`src/logic/lccr_pkg.sv`:
```
// constants and types for the lane conditioning configuration registers
package lccr_pkg;
  localparam int NUM_REGS = 6;                     // registers in this bank
  // register addresses on the management port
  localparam logic [7:0] ADDR_L0B_DEM  = 8'h35;   // lane0 port b de-emphasis
  localparam logic [7:0] ADDR_L1A_IDLE = 8'h39;   // lane1 port a idle/rate
  localparam logic [7:0] ADDR_L1_EQ    = 8'h3a;   // lane1 input equalizer
  localparam logic [7:0] ADDR_L1A_SWG  = 8'h3b;   // lane1 port a swing
  localparam logic [7:0] ADDR_L1A_DEM  = 8'h3c;   // lane1 port a de-emphasis
  localparam logic [7:0] ADDR_L1_THR   = 8'h3d;   // lane1 input idle threshold
  // register slot indices
  localparam int IDX_L0B_DEM  = 0;                 // slot of lane0 b de-emphasis
  localparam int IDX_L1A_IDLE = 1;                 // slot of idle/rate control
  localparam int IDX_L1_EQ    = 2;                 // slot of equalizer
  localparam int IDX_L1A_SWG  = 3;                 // slot of swing
  localparam int IDX_L1A_DEM  = 4;                 // slot of lane1 a de-emphasis
  localparam int IDX_L1_THR   = 5;                 // slot of threshold
  // values after reset
  localparam logic [7:0] RST_DEM  = 8'h03;         // de-emphasis default
  localparam logic [7:0] RST_IDLE = 8'h00;         // idle/rate default
  localparam logic [7:0] RST_EQ   = 8'h20;         // equalizer bypass default
  localparam logic [7:0] RST_SWG  = 8'h03;         // 600 mV swing default
  localparam logic [7:0] RST_THR  = 8'h00;         // 110/70 mV default
  // writable bits, reserved bits stay zero
  localparam logic [7:0] WM_DEM  = 8'hff;          // full byte
  localparam logic [7:0] WM_IDLE = 8'h33;          // bits 5,4,1,0
  localparam logic [7:0] WM_EQ   = 8'h3f;          // bits 5:0
  localparam logic [7:0] WM_SWG  = 8'h7f;          // bits 6:0
  localparam logic [7:0] WM_THR  = 8'h0f;          // bits 3:0
  // field positions
  localparam int POS_DEM_TYPE  = 7;                // de-emphasis style bit
  localparam int POS_IDLE_AUTO = 5;                // automatic idle bit
  localparam int POS_IDLE_SEL  = 4;                // manual mute bit
  localparam int POS_RATE_AUTO = 1;                // automatic rate bit
  localparam int POS_RATE_SEL  = 0;                // manual rate bit
  localparam int POS_EQ_EN     = 5;                // equalizer enable bit
  localparam logic [6:0] SWING_RSVD = 7'h3f;       // reserved swing code
  localparam logic [7:0] RDATA_UNMAPPED = 8'h00;   // read of unmapped address

  // per-slot tables
  localparam logic [7:0] REG_ADDR [NUM_REGS] = '{ADDR_L0B_DEM, ADDR_L1A_IDLE,
    ADDR_L1_EQ, ADDR_L1A_SWG, ADDR_L1A_DEM, ADDR_L1_THR};
  localparam logic [7:0] REG_RST [NUM_REGS] = '{RST_DEM, RST_IDLE, RST_EQ,
    RST_SWG, RST_DEM, RST_THR};
  localparam logic [7:0] REG_WM [NUM_REGS] = '{WM_DEM, WM_IDLE, WM_EQ, WM_SWG,
    WM_DEM, WM_THR};

  // one access from the management serial engine
  typedef struct packed {
    logic       wr;     // write strobe, one cycle
    logic       rd;     // read strobe, one cycle
    logic [7:0] addr;   // register address
    logic [7:0] wdata;  // write byte
  } lccr_acc_t;

  // decoded analog conditioning settings
  typedef struct packed {
    logic       l0b_dem_type;   // lane0 b enhanced de-emphasis
    logic [6:0] l0b_dem_level;  // lane0 b de-emphasis level
    logic       l1a_dem_type;   // lane1 a enhanced de-emphasis
    logic [6:0] l1a_dem_level;  // lane1 a de-emphasis level
    logic [6:0] l1a_swing;      // lane1 a output swing code
    logic       l1a_mute;       // lane1 a in electrical idle
    logic       l1a_sd_en;      // signal detect active
    logic       l1a_rate_high;  // 5.0 to 6.4 Gbps range
    logic       l1_eq_en;       // equalizer enabled
    logic [1:0] l1_gain_stage;  // gain stage
    logic [2:0] l1_boost_level; // boost level
    logic [1:0] l1_thr_deassert;// idle deassert threshold
    logic [1:0] l1_thr_assert;  // idle assert threshold
  } lccr_cfg_t;
endpackage

```
`src/logic/lccr_cfg_reg.sv`:
```
// one byte-wide configuration register with write mask
`timescale 1ns/1ps
module lccr_cfg_reg #(
  parameter logic [7:0] ADDR  = 8'h00,  // register address
  parameter logic [7:0] RST   = 8'h00,  // value after reset
  parameter logic [7:0] WMASK = 8'hff   // writable bits
) (
  input  wire logic               clk_sys_i, // system clock
  input  wire logic               rst_n_i,   // async reset, low
  input  wire lccr_pkg::lccr_acc_t acc_i,    // host access
  output logic [7:0]              q_o        // stored byte
);
  import lccr_pkg::*;

  logic [7:0] val_ff;      // stored value
  logic [7:0] nxt_val;     // next value

  // load masked byte on an addressed write
  always_comb
  begin
    nxt_val = val_ff;
    if (acc_i.wr && acc_i.addr == ADDR)
    begin
      nxt_val = acc_i.wdata & WMASK;
    end
  end

  // register the byte
  always_ff @(posedge clk_sys_i or negedge rst_n_i)
  begin
    if (!rst_n_i)
      val_ff <= RST;
    else
      val_ff <= nxt_val;
  end

  assign q_o = val_ff;
endmodule // lccr_cfg_reg

```
`src/logic/lccr_regs.sv`:
```
// lane conditioning register bank with decoded analog settings
`timescale 1ns/1ps
module lccr_regs (
  input  wire logic                clk_sys_i,     // system clock, 25 MHz
  input  wire logic                rst_n_i,       // async reset, low
  input  wire lccr_pkg::lccr_acc_t acc_i,         // access from serial engine
  input  wire logic                sig_detect_i,  // lane1 analog signal detect
  input  wire logic                rate_detect_i, // lane1 analog high rate seen
  output lccr_pkg::lccr_cfg_t      cfg_o,         // decoded settings
  output logic [7:0]               rdata_o,       // read byte
  output logic                     rvalid_o,      // read byte valid pulse
  output logic                     swing_rsvd_o   // swing holds reserved code
);
  import lccr_pkg::*;

  logic [7:0] regs [NUM_REGS];   // register contents
  logic [1:0] sd_sync_ff;        // signal detect synchroniser
  logic [1:0] rd_sync_ff;        // rate detect synchroniser
  logic [1:0] nxt_sd_sync;       // next signal detect sync
  logic [1:0] nxt_rd_sync;       // next rate detect sync
  lccr_cfg_t  cfg_ff;            // registered settings
  lccr_cfg_t  nxt_cfg;           // next settings
  logic       swing_rsvd_ff;     // reserved swing flag
  logic       nxt_swing_rsvd;    // next reserved flag
  logic [7:0] rdata_ff;          // read data register
  logic [7:0] nxt_rdata;         // next read data
  logic       rvalid_ff;         // read valid register
  logic       nxt_rvalid;        // next read valid

  // auto bit picks the detector, else the manual bit
  function automatic logic auto_or_manual(input logic auto_en, input logic det,
                                          input logic man);
    auto_or_manual = auto_en ? det : man;
  endfunction

  // register slots built from the package tables
  for (genvar g = 0; g < NUM_REGS; g++)
  begin : g_reg
    lccr_cfg_reg #(
      .ADDR  (REG_ADDR[g]),
      .RST   (REG_RST[g]),
      .WMASK (REG_WM[g])
    ) u_reg (
      .clk_sys_i (clk_sys_i),
      .rst_n_i   (rst_n_i),
      .acc_i     (acc_i),
      .q_o       (regs[g])
    );
  end

  // detector inputs shift into two-stage synchronisers
  always_comb
  begin
    nxt_sd_sync = {sd_sync_ff[0], sig_detect_i};
    nxt_rd_sync = {rd_sync_ff[0], rate_detect_i};
  end

  always_ff @(posedge clk_sys_i or negedge rst_n_i)
  begin
    if (!rst_n_i)
    begin
      sd_sync_ff <= 2'h0;
      rd_sync_ff <= 2'h0;
    end
    else
    begin
      sd_sync_ff <= nxt_sd_sync;
      rd_sync_ff <= nxt_rd_sync;
    end
  end

  // decode register fields into analog settings
  always_comb
  begin
    nxt_cfg = '0;
    // de-emphasis style and level per output
    nxt_cfg.l0b_dem_type  = regs[IDX_L0B_DEM][POS_DEM_TYPE];
    nxt_cfg.l0b_dem_level = regs[IDX_L0B_DEM][6:0];
    nxt_cfg.l1a_dem_type  = regs[IDX_L1A_DEM][POS_DEM_TYPE];
    nxt_cfg.l1a_dem_level = regs[IDX_L1A_DEM][6:0];
    nxt_cfg.l1a_swing     = regs[IDX_L1A_SWG][6:0];
    // idle: auto follows lost signal, manual follows the mute bit
    nxt_cfg.l1a_mute = auto_or_manual(regs[IDX_L1A_IDLE][POS_IDLE_AUTO],
                                      ~sd_sync_ff[1],
                                      regs[IDX_L1A_IDLE][POS_IDLE_SEL]);
    // manual mode disables signal detect, whatever the mute bit
    nxt_cfg.l1a_sd_en = regs[IDX_L1A_IDLE][POS_IDLE_AUTO];
    // rate: auto follows detector, manual follows select bit
    nxt_cfg.l1a_rate_high = auto_or_manual(regs[IDX_L1A_IDLE][POS_RATE_AUTO],
                                           rd_sync_ff[1],
                                           regs[IDX_L1A_IDLE][POS_RATE_SEL]);
    // equalizer fields, 20h gives enable alone which is bypass
    nxt_cfg.l1_eq_en       = regs[IDX_L1_EQ][POS_EQ_EN];
    nxt_cfg.l1_gain_stage  = regs[IDX_L1_EQ][4:3];
    nxt_cfg.l1_boost_level = regs[IDX_L1_EQ][2:0];
    // idle thresholds
    nxt_cfg.l1_thr_deassert = regs[IDX_L1_THR][3:2];
    nxt_cfg.l1_thr_assert   = regs[IDX_L1_THR][1:0];
    nxt_swing_rsvd = (regs[IDX_L1A_SWG][6:0] == SWING_RSVD);
  end

  always_ff @(posedge clk_sys_i or negedge rst_n_i)
  begin
    if (!rst_n_i)
    begin
      cfg_ff        <= '0;
      swing_rsvd_ff <= 1'b0;
    end
    else
    begin
      cfg_ff        <= nxt_cfg;
      swing_rsvd_ff <= nxt_swing_rsvd;
    end
  end

  // read mux, unmapped addresses answer zero
  always_comb
  begin
    nxt_rdata  = RDATA_UNMAPPED;
    nxt_rvalid = acc_i.rd;
    if (acc_i.rd)
    begin
      for (int i = 0; i < NUM_REGS; i++)
      begin
        if (acc_i.addr == REG_ADDR[i])
          nxt_rdata = regs[i];
      end
    end
    else
    begin
      nxt_rdata = rdata_ff;   // hold last byte between reads
    end
  end

  always_ff @(posedge clk_sys_i or negedge rst_n_i)
  begin
    if (!rst_n_i)
    begin
      rdata_ff  <= 8'h00;
      rvalid_ff <= 1'b0;
    end
    else
    begin
      rdata_ff  <= nxt_rdata;
      rvalid_ff <= nxt_rvalid;
    end
  end

  assign cfg_o        = cfg_ff;
  assign swing_rsvd_o = swing_rsvd_ff;
  assign rdata_o      = rdata_ff;
  assign rvalid_o     = rvalid_ff;

  // checks, clocked by the defaults at the top
  logic wr_l0b_dem;   // write to lane0 b de-emphasis
  logic wr_l1a_dem;   // write to lane1 a de-emphasis
  logic wr_idle;      // write to idle/rate control
  logic wr_eq;        // write to equalizer
  logic wr_swg;       // write to swing
  logic wr_thr;       // write to threshold
  assign wr_l0b_dem = acc_i.wr && acc_i.addr == ADDR_L0B_DEM;
  assign wr_l1a_dem = acc_i.wr && acc_i.addr == ADDR_L1A_DEM;
  assign wr_idle    = acc_i.wr && acc_i.addr == ADDR_L1A_IDLE;
  assign wr_eq      = acc_i.wr && acc_i.addr == ADDR_L1_EQ;
  assign wr_swg     = acc_i.wr && acc_i.addr == ADDR_L1A_SWG;
  assign wr_thr     = acc_i.wr && acc_i.addr == ADDR_L1_THR;
endmodule // lccr_regs

```
`config.mk`:
```
export PLATFORM = sky130hd
export DESIGN_NAME = lccr_regs
export DESIGN_NICKNAME = d
export VERILOG_FILES = /design/src/logic/lccr_pkg.sv /design/src/logic/lccr_cfg_reg.sv /design/src/logic/lccr_regs.sv
export SDC_FILE = /design/constraint.sdc
export NUM_CORES = 1
export LEC_CHECK = 0
export BUFFER_PORTS_ARGS = -buffer_cell sky130_fd_sc_hd__buf_2
export CORE_ASPECT_RATIO = 1.2
export CORE_UTILIZATION = 42
export DETAILED_ROUTE_END_ITERATION = 8
export MAX_ROUTING_LAYER = met4
export SYNTH_ARGS = -nofsm -noshare
export SYNTH_HDL_FRONTEND = slang
export SYNTH_SLANG_ARGS = --single-unit
```
`constraint.sdc`:
```
create_clock -name clk_sys_i -period 2.9 [get_ports clk_sys_i]
set_input_delay 0 -clock clk_sys_i [delete_from_list [all_inputs] [get_ports clk_sys_i]]
set_output_delay 0 -clock clk_sys_i [all_outputs]
set_load 0.01 [all_outputs]
```
==> results, run 1 <==
- The flow ran to the end, and the final reports show no timing, DRC or antenna violations.
- The later pin in the worst-skew pair is clocked with a latency of 360 ps.
- The row count is 34.
- The cell family contributing the most delay on the critical path is compound AO/OA/AOI/OAI gates.
- After floorplanning, the core was sized to cover 7400 µm².
- The synthesis-stage register bit count is 87.
- The post-route clock skew is 17.4 ps.
- The gate count after technology mapping is 226.
- The count of flip-flops with a built-in enable after synthesis is 0.
- The post-placement setup slack is 1250 ps.
- The effective utilization at floorplan is 0.441.
- Summing every instance area after synthesis gives 3270 µm².
- The final instance area is 3990 µm².
- The floorplan die width is 82.5 µm.
- The worst setup path is captured at a flop.
- The die covers 8140 µm².
- The analysis attributes to cell leakage a power of 2.08 nW.
- The fill cell instance count of the final layout is 663.
- The buffer and inverter count on the worst path is 0.
- Pin placement for this block handled 68 I/O pins.
- The layout cell share with drive strength beyond 1 is 0.435.
- For this run, the top clock speed supported by timing is 745 MHz.
- For flop-to-flop paths, the worst setup slack is 1560 ps.
- Counting distinct cell types in the post-synthesis netlist gives 39.
- The via count of the first global-routing pass is 2096.
- The number of nets at the end of the flow is 332.
- After synthesis, the mean cell area works out to 14.5 µm².
- Sorting the synthesized cells by area gives the leading types as sky130_fd_sc_hd__dfrtp_1 61%, sky130_fd_sc_hd__mux2_2 13%, sky130_fd_sc_hd__dfstp_2 5.6%, sky130_fd_sc_hd__a21oi_1 2.0%, sky130_fd_sc_hd__nand2_1 1.5%.
- Across all layers, the routed design uses 2084 vias.
- TritonCTS built the clock tree.
- Dividing the detail-routed via count by the number of cells gives 5.15.
- The cell at the root of the clock tree is sky130_fd_sc_hd__clkbuf_8.
- The slowest cell on the critical path is sky130_fd_sc_hd__dfstp_2.
- The synthesized netlist net count is 248.
- The power per cell area is 568 nW/µm².
- Entering global routing, the biggest net connects 88 pins.
- The first global-routing pass estimated 11100 µm of wire.
- The final number of max-transition violations is 0.
- The pin slew with the least headroom to its limit is 1040 ps.
- Port buffering added 67 buffers.
- Dividing the final minimum period by the clock period gives 0.463.
- The path class of the tightest hold or removal check is input pin to flop.
- The final antenna-violating net count is 0.
- The total of endpoints with negative setup slack in the final report is 0.
- After legalization and detailed placement, the total HPWL measured 4750 µm.
- The total of warnings raised by yosys is 0.
- The post-route minimum period is 1340 ps.
- In this run the tightest slew margin relative to its limit is 0.309.
- The congestion estimate from routability-driven global placement came to 0.833.
- The maximum buffer depth of the clock tree is 2.
- Max-cap violations in this run came to 0.
- Measured on the finished design, the core utilization comes to 0.539.
- The number of clock buffers inserted by TritonCTS is 9.
- After detailed routing, the average wire length per cell comes to 17.3 µm.
- The area added between synthesis and finish is 22.1%.
- The most instantiated flip-flop cell in the synthesis netlist is sky130_fd_sc_hd__dfrtp_1.
- The violation count after the first detailed-routing iteration is 119.
- The global routing usage summed across all routing layers is 0.196.
- The area share of the largest cell type after synthesis is 0.613.
- Summed over all instances, the cell type with the most area after synthesis is sky130_fd_sc_hd__dfrtp_1.
- The clock input transition at the sequential cells of the worst setup and hold paths is 100 ps.
- In this design, the stage delay of the slowest critical-path cell is 550 ps.
- After detailed routing, the number of remaining DRC violations is 0.
- The cell area reported after detailed placement is 3680 µm².
- The critical path goes through o21ai_0 > o32a_1 > o41ai_2.
- The start-to-end type of the worst setup path is flop to flop.
- The detailed-route wire length is 6990 µm.
- The number of non-filler instances in the completed layout is 405.
- The register area share after synthesis is 0.669.
- The final hold violation count came to 0.
- After clock tree synthesis, the repair step resized 0 gates.
- The detailed-routing iteration count for the pre-antenna-repair pass is 4.
- CTS built an H-tree with a depth of 3.
- The number of antenna violations at the first check in global routing is 0.
- The maximum net fanout on the critical path is 3.
- Of all flip-flops after synthesis, the portion carrying an async set or reset was 1.00.
- Setup repair after global routing left no endpoint under its margin.
- The count of inserted antenna diode cells is 0.
- Data arrives at the worst endpoint at 1610 ps.
- Data on the critical path is required at its endpoint by 3170 ps.
- The setup TNS is 0 ps.
- VDD sags by at most 0.000330 V.
- The kind of launch point of the worst setup path is a flop.
- The tree built by TritonCTS fans out to 87 sinks.
- The die is 98.6 µm tall.
- After global routing the overflow that remains totals 0.
- Once routing completed, OpenROAD measured the worst setup slack at 1560 ps.
- The instance count after placement with tap cells included is 377.
-- placed cells by master, fill, tap and decap left out, types with 2 or more instances in the layout --
cell type,instances
sky130_fd_sc_hd__nand4b_1,2
sky130_fd_sc_hd__dlygate4sd3_1,12
sky130_fd_sc_hd__clkinvlp_4,2
sky130_fd_sc_hd__and2_1,2
sky130_fd_sc_hd__inv_1,2
sky130_fd_sc_hd__or3_1,2
sky130_fd_sc_hd__buf_2,66
sky130_fd_sc_hd__dfrtp_1,80
sky130_fd_sc_hd__a2bb2oi_1,3
sky130_fd_sc_hd__dfstp_2,7
sky130_fd_sc_hd__o221a_2,2
sky130_fd_sc_hd__and3b_1,5
sky130_fd_sc_hd__a221o_1,2
sky130_fd_sc_hd__a21oi_1,13
sky130_fd_sc_hd__inv_6,3
sky130_fd_sc_hd__a22oi_1,2
sky130_fd_sc_hd__and4bb_2,2
sky130_fd_sc_hd__mux2_2,38
sky130_fd_sc_hd__nor2b_1,4
sky130_fd_sc_hd__nand2_1,13
sky130_fd_sc_hd__nor2_1,10
sky130_fd_sc_hd__clkbuf_8,10
sky130_fd_sc_hd__nand2b_1,2
sky130_fd_sc_hd__nand3_1,4
sky130_fd_sc_hd__o21ai_0,9
-- kinds of logic (layout without fill, tap and decap cells) --
logic type / count (synthesis) / count (layout) / synth area share
buffers and inverters: 8 / 97 / 0.0130
AOI/OAI and AO/OA: 38 / 38 / 0.0797
and+or+nand+nor: 54 / 54 / 0.104
DFF: 87 / 87 / 0.669
muxes: 39 / 39 / 0.134
-- path summary, 6_finish.rpt --
check / from / to / cells past startpoint
worst max-delay path: g_reg[2].u_reg.q_o[5]$_DFFE_PN1P_ / rdata_o[5]$_DFFE_PN0P_ / 3
worst min-delay path: acc_i[9] / rdata_o[7]$_DFFE_PN0P_ / 4
worst max register to register: g_reg[2].u_reg.q_o[5]$_DFFE_PN1P_ / rdata_o[5]$_DFFE_PN0P_ / 3
worst min register to register: rd_sync_ff[0]$_DFF_PN0_ / rd_sync_ff[1]$_DFF_PN0_ / 0
max in group asynchronous: rst_n_i / cfg_o[32]$_DFF_PN0_ / 2
min in group asynchronous: rst_n_i / rdata_o[1]$_DFFE_PN0P_ / 2
-- worst min-delay path, stage by stage --
cell	delay, ps
sky130_fd_sc_hd__buf_2	180
sky130_fd_sc_hd__nor2b_1	80
sky130_fd_sc_hd__nand3_1	100
sky130_fd_sc_hd__o2bb2ai_1	60
-- area by class of cell --
cell class | count | area, µm² | area share
sequential | 87 | 2190 | 0.548
multi-input combinational | 131 | 1040 | 0.260
clock inverter | 6 | 50.0 | 0.0125
clock buffer | 10 | 138 | 0.0345
timing repair buffer | 79 | 458 | 0.115
tap | 90 | 113 | 0.0282
inverter | 2 | 7.51 | 0.00188
-- stage by stage --
stage / hold slack [ps] / total power [mW]
floorplan: -296 / 1.40
global placement: 108 / 1.49
detailed placement: 110 / 1.49
CTS: 96.7 / 2.29
global route: 125 / 2.36
finish: 108 / 2.27
-- power by group --
group | total (mW) | switching, mW | internal, mW
logic | 0.176 | 0.0987 | 0.0775
clock network | 0.791 | 0.446 | 0.345
registers | 1.30 | 0.0310 | 1.27
-- layer usage --
metal	track usage	share of wire
met1	0.254	0.45
met2	0.299	0.49
met3	0.0500	0.050
met4	0.0650	0.013
met5	-	0
-- cell usage after synthesis (all sizes together) (2+ instances only) --
cell,instances
dfrtp,80
mux2,38
nand2,14
a21oi,13
nor2,10
o21ai,9
dfstp,7
and3b,5
buf,5
nand3,5
nor2b,5
a2bb2oi,3
nand4b,3
a221o,2
a22oi,2
and2,2
and4bb,2
inv,2
nand2b,2
o221a,2
o41ai,2
or3,2
-- state kept, by name, summed over array words and instances, names as in the netlist --
register and count:
g.u_reg.q_o 37, cfg_o 36, rdata_o 8, rd_sync_ff 2
sd_sync_ff 2, rvalid_o 1, swing_rsvd_o 1
-- timing repair --
action / 4_1_cts / 5_1_grt
hold endpoints to repair: 119 / 0
hold buffers: 12 / 0
setup buffers: 0 / 0
Power figures use the tool's default switching activity.
==> run 2, diff against run 1 <==
--- a/config.mk
+++ b/config.mk
@@ -10,6 +10,7 @@
 export CORE_UTILIZATION = 42
 export DETAILED_ROUTE_END_ITERATION = 8
 export MAX_ROUTING_LAYER = met4
+export PLACE_DENSITY = 0.66
 export SYNTH_ARGS = -nofsm -noshare
 export SYNTH_HDL_FRONTEND = slang
 export SYNTH_SLANG_ARGS = --single-unit
==> constraint.sdc (replaced) <==
create_clock -name clk_sys_i -period 1.2 [get_ports clk_sys_i]
set_input_delay 0 -clock clk_sys_i [delete_from_list [all_inputs] [get_ports clk_sys_i]]
set_output_delay 0 -clock clk_sys_i [all_outputs]
set_load 0.01 [all_outputs]
==> run 2 against run 1 <==
Against the previous run:
- the flow now finishes with violations (setup timing)
- sequential cell count stayed put
- non-clock buffer count up 35
- design area increased by 7.8%
- power rose to 2.6 times the previous value
- critical endpoint unchanged
- largest power group unchanged
==> results, run 2 (synthesized netlist as in run 1, its figures left out) <==
- The number of cells on the worst reg-to-reg path is 3 (unchanged).
- The peak supply drop was 0.000678 V (+110%).
- The maximum net fanout on the critical path was 2 (-1).
- The total of endpoints with negative setup slack in the final report is 1 (+1).
- The number of clock buffers inserted by TritonCTS is 9 (unchanged).
- The DRC violation count after routing was 0 (unchanged).
- The effective utilization at floorplan came to 0.441 (unchanged).
- Leaving out fill and tap cells, the most frequent cell in the layout is sky130_fd_sc_hd__dfrtp_1.
- The final core area utilization was 0.581 (+0.0419).
- STA classifies the critical path startpoint as a flop.
- The reg-to-reg endpoint is rdata_o[5]$_DFFE_PN0P_.
- The share of the clock period used by the worst path is 1.03 (+0.562).
- The critical path capture point type is a flop.
- The final worst-path setup slack is -30.5 ps (-1590 ps).
- The height of the die is 98.6 µm (unchanged).
- The clock input transition at the sequential cells of the worst setup and hold paths came to 80 ps (-20 ps).
- The cell at the root of the clock tree is sky130_fd_sc_hd__clkbuf_8.
- The first-pass GRT wire length is 11700 µm (+6.1%).
- The detailed-route wire length per cell is 17.2 µm (-0.52%).
- The TritonCTS clock tree is yes.
- The number of flip-flops in the largest register came to 37 (unchanged).
- The data arrival time of the critical path is 1480 ps (-130 ps).
- The global routing usage summed across all routing layers is 0.210 (+0.0142).
- The worst-case register-to-register setup slack came to -30 ps (-1590 ps).
- In the layout the commonest cells are 80 x sky130_fd_sc_hd__dfrtp_1, 66 x sky130_fd_sc_hd__buf_2, 38 x sky130_fd_sc_hd__mux2_2, 35 x sky130_fd_sc_hd__buf_4.
- The final estimated routing congestion in global placement was 0.832 (-0.12%).
- The later-pin clock latency in the skew report is 350 ps (about the same).
- The checks that failed: setup timing.
- The count of inserted antenna diode cells is 0 (unchanged).
- The post-DP HPWL is 5400 µm (+14%).
- The final hold violation count was 0 (unchanged).
- The pin slew with the least headroom to its limit is 365 ps (-672 ps).
- The via total after detailed routing was 2284 (+9.6%).
- The start-to-end type of the worst setup path is flop to flop.
- The post-route clock skew is 6.15 ps (-11.3 ps).
- The total overflow reported by the global router is 0 (unchanged).
- The data required time of the worst path is 1450 ps (-1720 ps).
- The maximum buffer depth of the clock tree is 2 (unchanged).
- The detailed-route wire length came to 7540 µm (+7.8%).
- The floorplan die width is 82.5 µm (unchanged).
- The final total power is 5.84 mW (+160%).
- The headroom to the max-slew limit is 0.757 (+0.448).
- The die area came to 8140 µm² (unchanged).
- The number of buffers inserted by post-CTS setup repair was 0 (unchanged).
- The type of the tightest min-delay check is input pin to async pin.
- The number of nets at the end of the flow is 367 (+11%).
- The row count was 34 (unchanged).
- Setup repair after global routing could not meet its margin everywhere.
- The number of antenna violations at the first check in global routing is 0 (unchanged).
- The highest clock rate is 813 MHz (+9.1%).
- The final antenna-violating net count is 0 (unchanged).
- The flow ran to the end, but the final reports show violations.
- The layout cell share with drive strength beyond 1 was 0.493 (+0.0579).
- The static power due to leakage is 2.27 nW (+9.2%).
- The via-per-instance ratio is 5.20 (+1.1%).
- The number of clock sinks seen by CTS is 87 (unchanged).
- The startpoint identified for the worst register-to-register timing path is g_reg[2].u_reg.q_o[5]$_DFFE_PN1P_.
- The detailed-routing iteration count for the pre-antenna-repair pass was 4 (unchanged).
- The post-route minimum period is 1230 ps (-112 ps).
- The final number of max-transition violations is 0 (unchanged).
- The power per cell area is 1360 nW/µm² (+140%).
- The max capacitance violation total is 0 (unchanged).
- The violation count after the first detailed-routing iteration is 89 (-25%).
- The via count of the first global-routing pass was 2179 (+4.0%).
- The core area was 7400 µm² (unchanged).
- The number of port buffers came to 67 (unchanged).
- The number of top-level pins is 68 (unchanged).
- The worst hold-check slack came to 101 ps (-6.41 ps).
- The maximum level of the CTS H-tree is 3 (unchanged).
- The area growth from synthesis to layout is 31.6%.
- The pin count of the biggest net entering global routing was 40 (-55%).
==> run 2: changes by cell type in the layout (fill, tap and decap cells not counted), sizes merged <==
cell / change
buf: +35
bufinv: +2
inv: -3
clkinv: -1
clkinvlp: -1
clkbuf: +2
==> run 2: power by group <==
part	internal (mW)	switching [mW]
sequential	3.07	0.0704
clock	1.22	0.956
combinational	0.257	0.270
==> run 2: worst max-delay path by stage <==
stage                                   endpoint                              start  slack (ps)
6_report                  rdata_o[5]$_DFFE_PN0P_  g_reg[2].u_reg.q_o[5]$_DFFE_PN1P_         -30
2_1_floorplan  g_reg[2].u_reg.q_o[0]$_DFFE_PN0P_                          acc_i[14]          20
5_1_grt                   rdata_o[5]$_DFFE_PN0P_  g_reg[2].u_reg.q_o[5]$_DFFE_PN1P_        -120
4_1_cts                   rdata_o[5]$_DFFE_PN0P_  g_reg[2].u_reg.q_o[5]$_DFFE_PN1P_         -20
3_5_place_dp   g_reg[2].u_reg.q_o[4]$_DFFE_PN0P_                          acc_i[14]        -310
3_3_place_gp   g_reg[2].u_reg.q_o[3]$_DFFE_PN0P_                          acc_i[14]        -290
==> run 2: what timing repair did <==
item                                    in CTS  in global routing
hold endpoints to repair                   126                  0
gates resized for setup                      1                  6
pin swaps                                    1                  0
hold buffers                                12                  0
cloned                                       0                  0
endpoints found under the setup margin       1                  7
==> run 2: cell type report <==
| cell class | instances | area [µm²] |
|---|---|---|
| Clock buffer | 12 | 145 |
| Multi-Input combinational cell | 131 | 1050 |
| Sequential cell | 87 | 2190 |
| Tap cell | 90 | 113 |
| Inverter | 2 | 7.51 |
| Clock inverter | 3 | 67.6 |
| Timing Repair Buffer | 114 | 733 |
| Fill cell | 637 | 3100 |
==> run 2: worst max-delay path, cell delays in order, from the launching register on <==
cell and delay (ps):
sky130_fd_sc_hd__dfstp_2 550, sky130_fd_sc_hd__o21ai_2 50, sky130_fd_sc_hd__o32a_1 320, sky130_fd_sc_hd__o41ai_2 210
==> run 2: metrics by stage <==
stage               cells  cell area [µm²]  TNS, ps  setup slack (ps)
floorplan             226             3270        0              15.2
global placement      412             3960    -7490              -288
detailed placement    412             3960    -8610              -311
CTS                   439             4290    -19.3             -19.3
global route          439             4300     -131              -118
finish                439             4300    -30.5             -30.5
==> run 2: layer usage <==
layer / routed length (µm) / GRT usage
met1: 3160 / 0.262
met2: 3900 / 0.331
met3: 323 / 0.0370
met4: 153 / 0.0968
met5: 0 / -
==> run 3, diff against run 2 <==
--- a/config.mk
+++ b/config.mk
@@ -5,6 +5,7 @@
 export SDC_FILE = /design/constraint.sdc
 export NUM_CORES = 1
 export LEC_CHECK = 0
+export ABC_AREA = 1
 export BUFFER_PORTS_ARGS = -buffer_cell sky130_fd_sc_hd__buf_2
 export CORE_ASPECT_RATIO = 1.2
 export CORE_UTILIZATION = 42
==> run 3 against run 2 <==
Against the previous run:
- the flow now finishes without violations
- design area down 6.7%
- register-to-register slack better by 180 ps
- synthesized area up 2.2%
- worst setup slack better by 180 ps
- cell count up 12%
- count of clock-buffer cells in the layout down 2
- critical path type unchanged
- highest routed layer unchanged
==> results, run 3 <==
- The final worst-path setup slack came to 150 ps (+181 ps).
- The number of port buffers is 67 (unchanged).
- The total overflow reported by the global router is 0 (unchanged).
- The final number of max-transition violations came to 0 (unchanged).
- The final estimated routing congestion in global placement is 0.845 (+1.5%).
- The highest clock rate is 953 MHz (+17%).
- The floorplan die width is 83.4 µm (+1.1%).
- The layout cell share with drive strength beyond 1 is 0.334 (-0.159).
- The number of top-level pins was 68 (unchanged).
- The total standard cell area after synthesis was 3340 µm² (+2.2%).
- The maximum buffer depth of the clock tree was 2 (unchanged).
- In the post-synthesis netlist, the biggest area contributors are sky130_fd_sc_hd__dfrtp_1 60%, sky130_fd_sc_hd__nand2_1 9.4%, sky130_fd_sc_hd__dfstp_2 5.5%, sky130_fd_sc_hd__o21ai_2 3.9%, sky130_fd_sc_hd__o21ai_1 2.8%.
- The share of cell area taken by muxes after synthesis is 0.00337 (-0.131).
- The setup TNS was 0 ps (+30.5 ps).
- The core area is 7710 µm² (+4.1%).
- Ranked by instance count, the synthesized netlist is headed by 84 x sky130_fd_sc_hd__nand2_1, 80 x sky130_fd_sc_hd__dfrtp_1, 23 x sky130_fd_sc_hd__inv_1, 19 x sky130_fd_sc_hd__o21ai_1, 18 x sky130_fd_sc_hd__nor2_1.
- The later-pin clock latency in the skew report is 360 ps (about the same).
- The final total power is 5.55 mW (-5.0%).
- The number of clock buffers inserted by TritonCTS was 9 (unchanged).
- Among all cell types in the netlist, the one instantiated most often is sky130_fd_sc_hd__nand2_1.
- The post-route minimum period was 1050 ps (-181 ps).
- The headroom to the max-slew limit is 0.705 (-0.0515).
- By startpoint and endpoint, the worst setup path is classified as flop to flop.
- The pin slew with the least headroom to its limit came to 442 ps (+77.3 ps).
- The maximum level of the CTS H-tree is 3 (unchanged).
- The count of flip-flops with a built-in enable after synthesis is 0 (unchanged).
- The count of different cell masters after synthesis is 26 (-33%).
- The adder and majority gate portion of the synthesized area was 0 (unchanged).
- Clock tree synthesis selected as its root buffer the cell sky130_fd_sc_hd__clkbuf_8.
- The number of flip-flops in the largest register is 37 (unchanged).
- The area share of xor/xnor cells in the synthesized design is 0 (unchanged).
- Of all cell types, the one taking the most synthesized area is sky130_fd_sc_hd__dfrtp_1.
- Setup repair after global routing left no endpoint under its margin.
- The via-per-instance ratio is 4.82 (-7.3%).
- The final antenna-violating net count is 0 (unchanged).
- The number of antenna violations at the first check in global routing is 0 (unchanged).
- The simple-gate portion of the synthesized area came to 0.205 (+0.100).
- The effective utilization at floorplan came to 0.433 (-0.00807).
- The most common library cell in the layout ignoring fill and taps is sky130_fd_sc_hd__nand2_1.
- The peak supply drop is 0.000575 V (-15%).
- The detailed-route wire length is 7000 µm (-7.2%).
- The total of endpoints with negative setup slack in the final report came to 0 (-1).
- The worst setup path is launched from a flop.
- The static power due to leakage came to 2.22 nW (-2.2%).
- The power per cell area is 1380 nW/µm² (+1.8%).
- The gate count after technology mapping came to 313 (+38%).
- The row count came to 35 (+2.9%).
- The post-DP HPWL is 4920 µm (-8.9%).
- The number of non-filler instances in the completed layout came to 490 (+12%).
- The synthesis-stage register bit count came to 87 (unchanged).
- The cell area reported after detailed placement is 3760 µm² (-5.1%).
- The worst setup path is captured at a flop.
- The final instance area was 4010 µm² (-6.7%).
- The clock input transition at the sequential cells of the worst setup and hold paths was 90 ps (about the same).
- The number of nets at the end of the flow is 415 (+13%).
- The number of clock sinks seen by CTS is 87 (unchanged).
- The detailed-routing iteration count for the pre-antenna-repair pass was 4 (unchanged).
- The data required time of the worst path came to 1440 ps (about the same).
- The area share of the largest cell type after synthesis was 0.599 (-0.0133).
- The synthesized netlist net count came to 335 (+35%).
- The post-placement setup slack is 33.0 ps (+344 ps).
- The maximum net fanout on the critical path was 4 (+2).
- The global routing usage summed across all routing layers is 0.192 (-0.0184).
- The pin count of the biggest net entering global routing was 88 (+120%).
- The height of the die was 99.7 µm (+1.1%).
- The path class of the tightest hold or removal check is input pin to flop.
- The run finished with clean final reports.
- The post-route clock skew is 11.0 ps (+4.84 ps).
- The via total after detailed routing came to 2362 (+3.4%).
- By area, the combinational part of the netlist is dominated by simple AND/OR/NAND/NOR gates.
- The share of synthesized registers carrying an async set or reset is 1.00 (unchanged).
- The post-synthesis average cell area is 10.7 µm² (-26%).
- The final core area utilization is 0.521 (-0.0604).
- The detailed-route wire length per cell is 14.3 µm (-17%).
- The violation count after the first detailed-routing iteration is 144 (+62%).
- The register area share after synthesis is 0.655 (-0.0145).
- The TritonCTS clock tree is yes.
- The final hold violation count is 0 (unchanged).
- The area added between synthesis and finish is 20.2%.
- The first-pass GRT wire length came to 11700 µm (+0.11%).
- The count of inserted antenna diode cells is 0 (unchanged).
- The worst hold-check slack is 23.1 ps (-78.1 ps).
- The share of the clock period used by the worst path is 0.875 (-0.151).
- The max capacitance violation total is 0 (unchanged).
- The via count of the first global-routing pass came to 2370 (+8.8%).
- The instance count after placement with tap cells included was 468 (+14%).
- The DRC violation count after routing was 0 (unchanged).
- The die area was 8310 µm² (+2.2%).
- Leaving out fill and tap cells, the most frequent cells in the layout are 84 x sky130_fd_sc_hd__nand2_1, 80 x sky130_fd_sc_hd__dfrtp_1, 66 x sky130_fd_sc_hd__buf_2, 23 x sky130_fd_sc_hd__inv_1, 19 x sky130_fd_sc_hd__o21ai_1.
- The data arrival time of the critical path came to 1290 ps (-190 ps).
- The most used flip-flop cell after synthesis is sky130_fd_sc_hd__dfrtp_1.
- The total of warnings raised by yosys came to 0 (unchanged).
- The fill cell instance count of the final layout came to 728 (+14%).
- The complex-gate fraction of the synthesized area is 0.0865 (+0.00689).
[run 3: cell families after synthesis]
| logic type | after synthesis |
|---|---|
| flip-flops | 87 |
| buffers and inverters | 34 |
| AND/OR/NAND/NOR | 145 |
| multiplexers | 1 |
| AO/OA/AOI/OAI | 46 |
[run 3: routing by layer]
| metal | vias to the layer above | wire length [µm] | track usage |
|---|---|---|---|
| li1 | 1161 | - | - |
| met4 | 0 | 203 | 0.117 |
| met1 | 1118 | 3080 | 0.240 |
| met2 | 62 | 3390 | 0.296 |
| met5 | - | 0 | - |
| met3 | 21 | 321 | 0.0299 |
[run 3: power breakdown]
part,switching (mW),internal (mW)
clock,1.03,0.973
combinational,0.255,0.146
sequential,0.0764,3.07
[run 3: final timing paths]
check / from / endpoint / slack [ps] / cells past startpoint
min in group asynchronous: rst_n_i / sd_sync_ff[0]$_DFF_PN0_ / 190 / 3
setup reg to reg: g_reg[3].u_reg.q_o[1]$_DFFE_PN1P_ / swing_rsvd_o$_DFF_PN0_ / 150 / 2
hold reg to reg: sd_sync_ff[0]$_DFF_PN0_ / sd_sync_ff[1]$_DFF_PN0_ / 360 / 0
setup / recovery: g_reg[3].u_reg.q_o[1]$_DFFE_PN1P_ / swing_rsvd_o$_DFF_PN0_ / 150 / 2
max in group asynchronous: rst_n_i / g_reg[4].u_reg.q_o[0]$_DFFE_PN1P_ / 600 / 3
hold / removal: acc_i[5] / g_reg[4].u_reg.q_o[5]$_DFFE_PN0P_ / 20 / 3
[run 3: final cells by class]
cell class	instances	area, µm²	area share
clock buffers	10	128	0.0318
clock inverters	6	68.8	0.0171
inverters	29	114	0.0284
multi-input cells	192	983	0.245
flip-flops and latches	87	2190	0.545
well taps	92	115	0.0287
repair buffers	74	418	0.104
[run 3: timing repair]
item	CTS	global route
setup buffers	0	0
hold buffers	6	0
gates resized for setup	0	0
endpoints found under the hold margin	92	0
[run 3: critical path: stages, from the launching register on]
cell	delay, ps
sky130_fd_sc_hd__dfstp_2	570
sky130_fd_sc_hd__nand4_1	100
sky130_fd_sc_hd__nor4_1	260
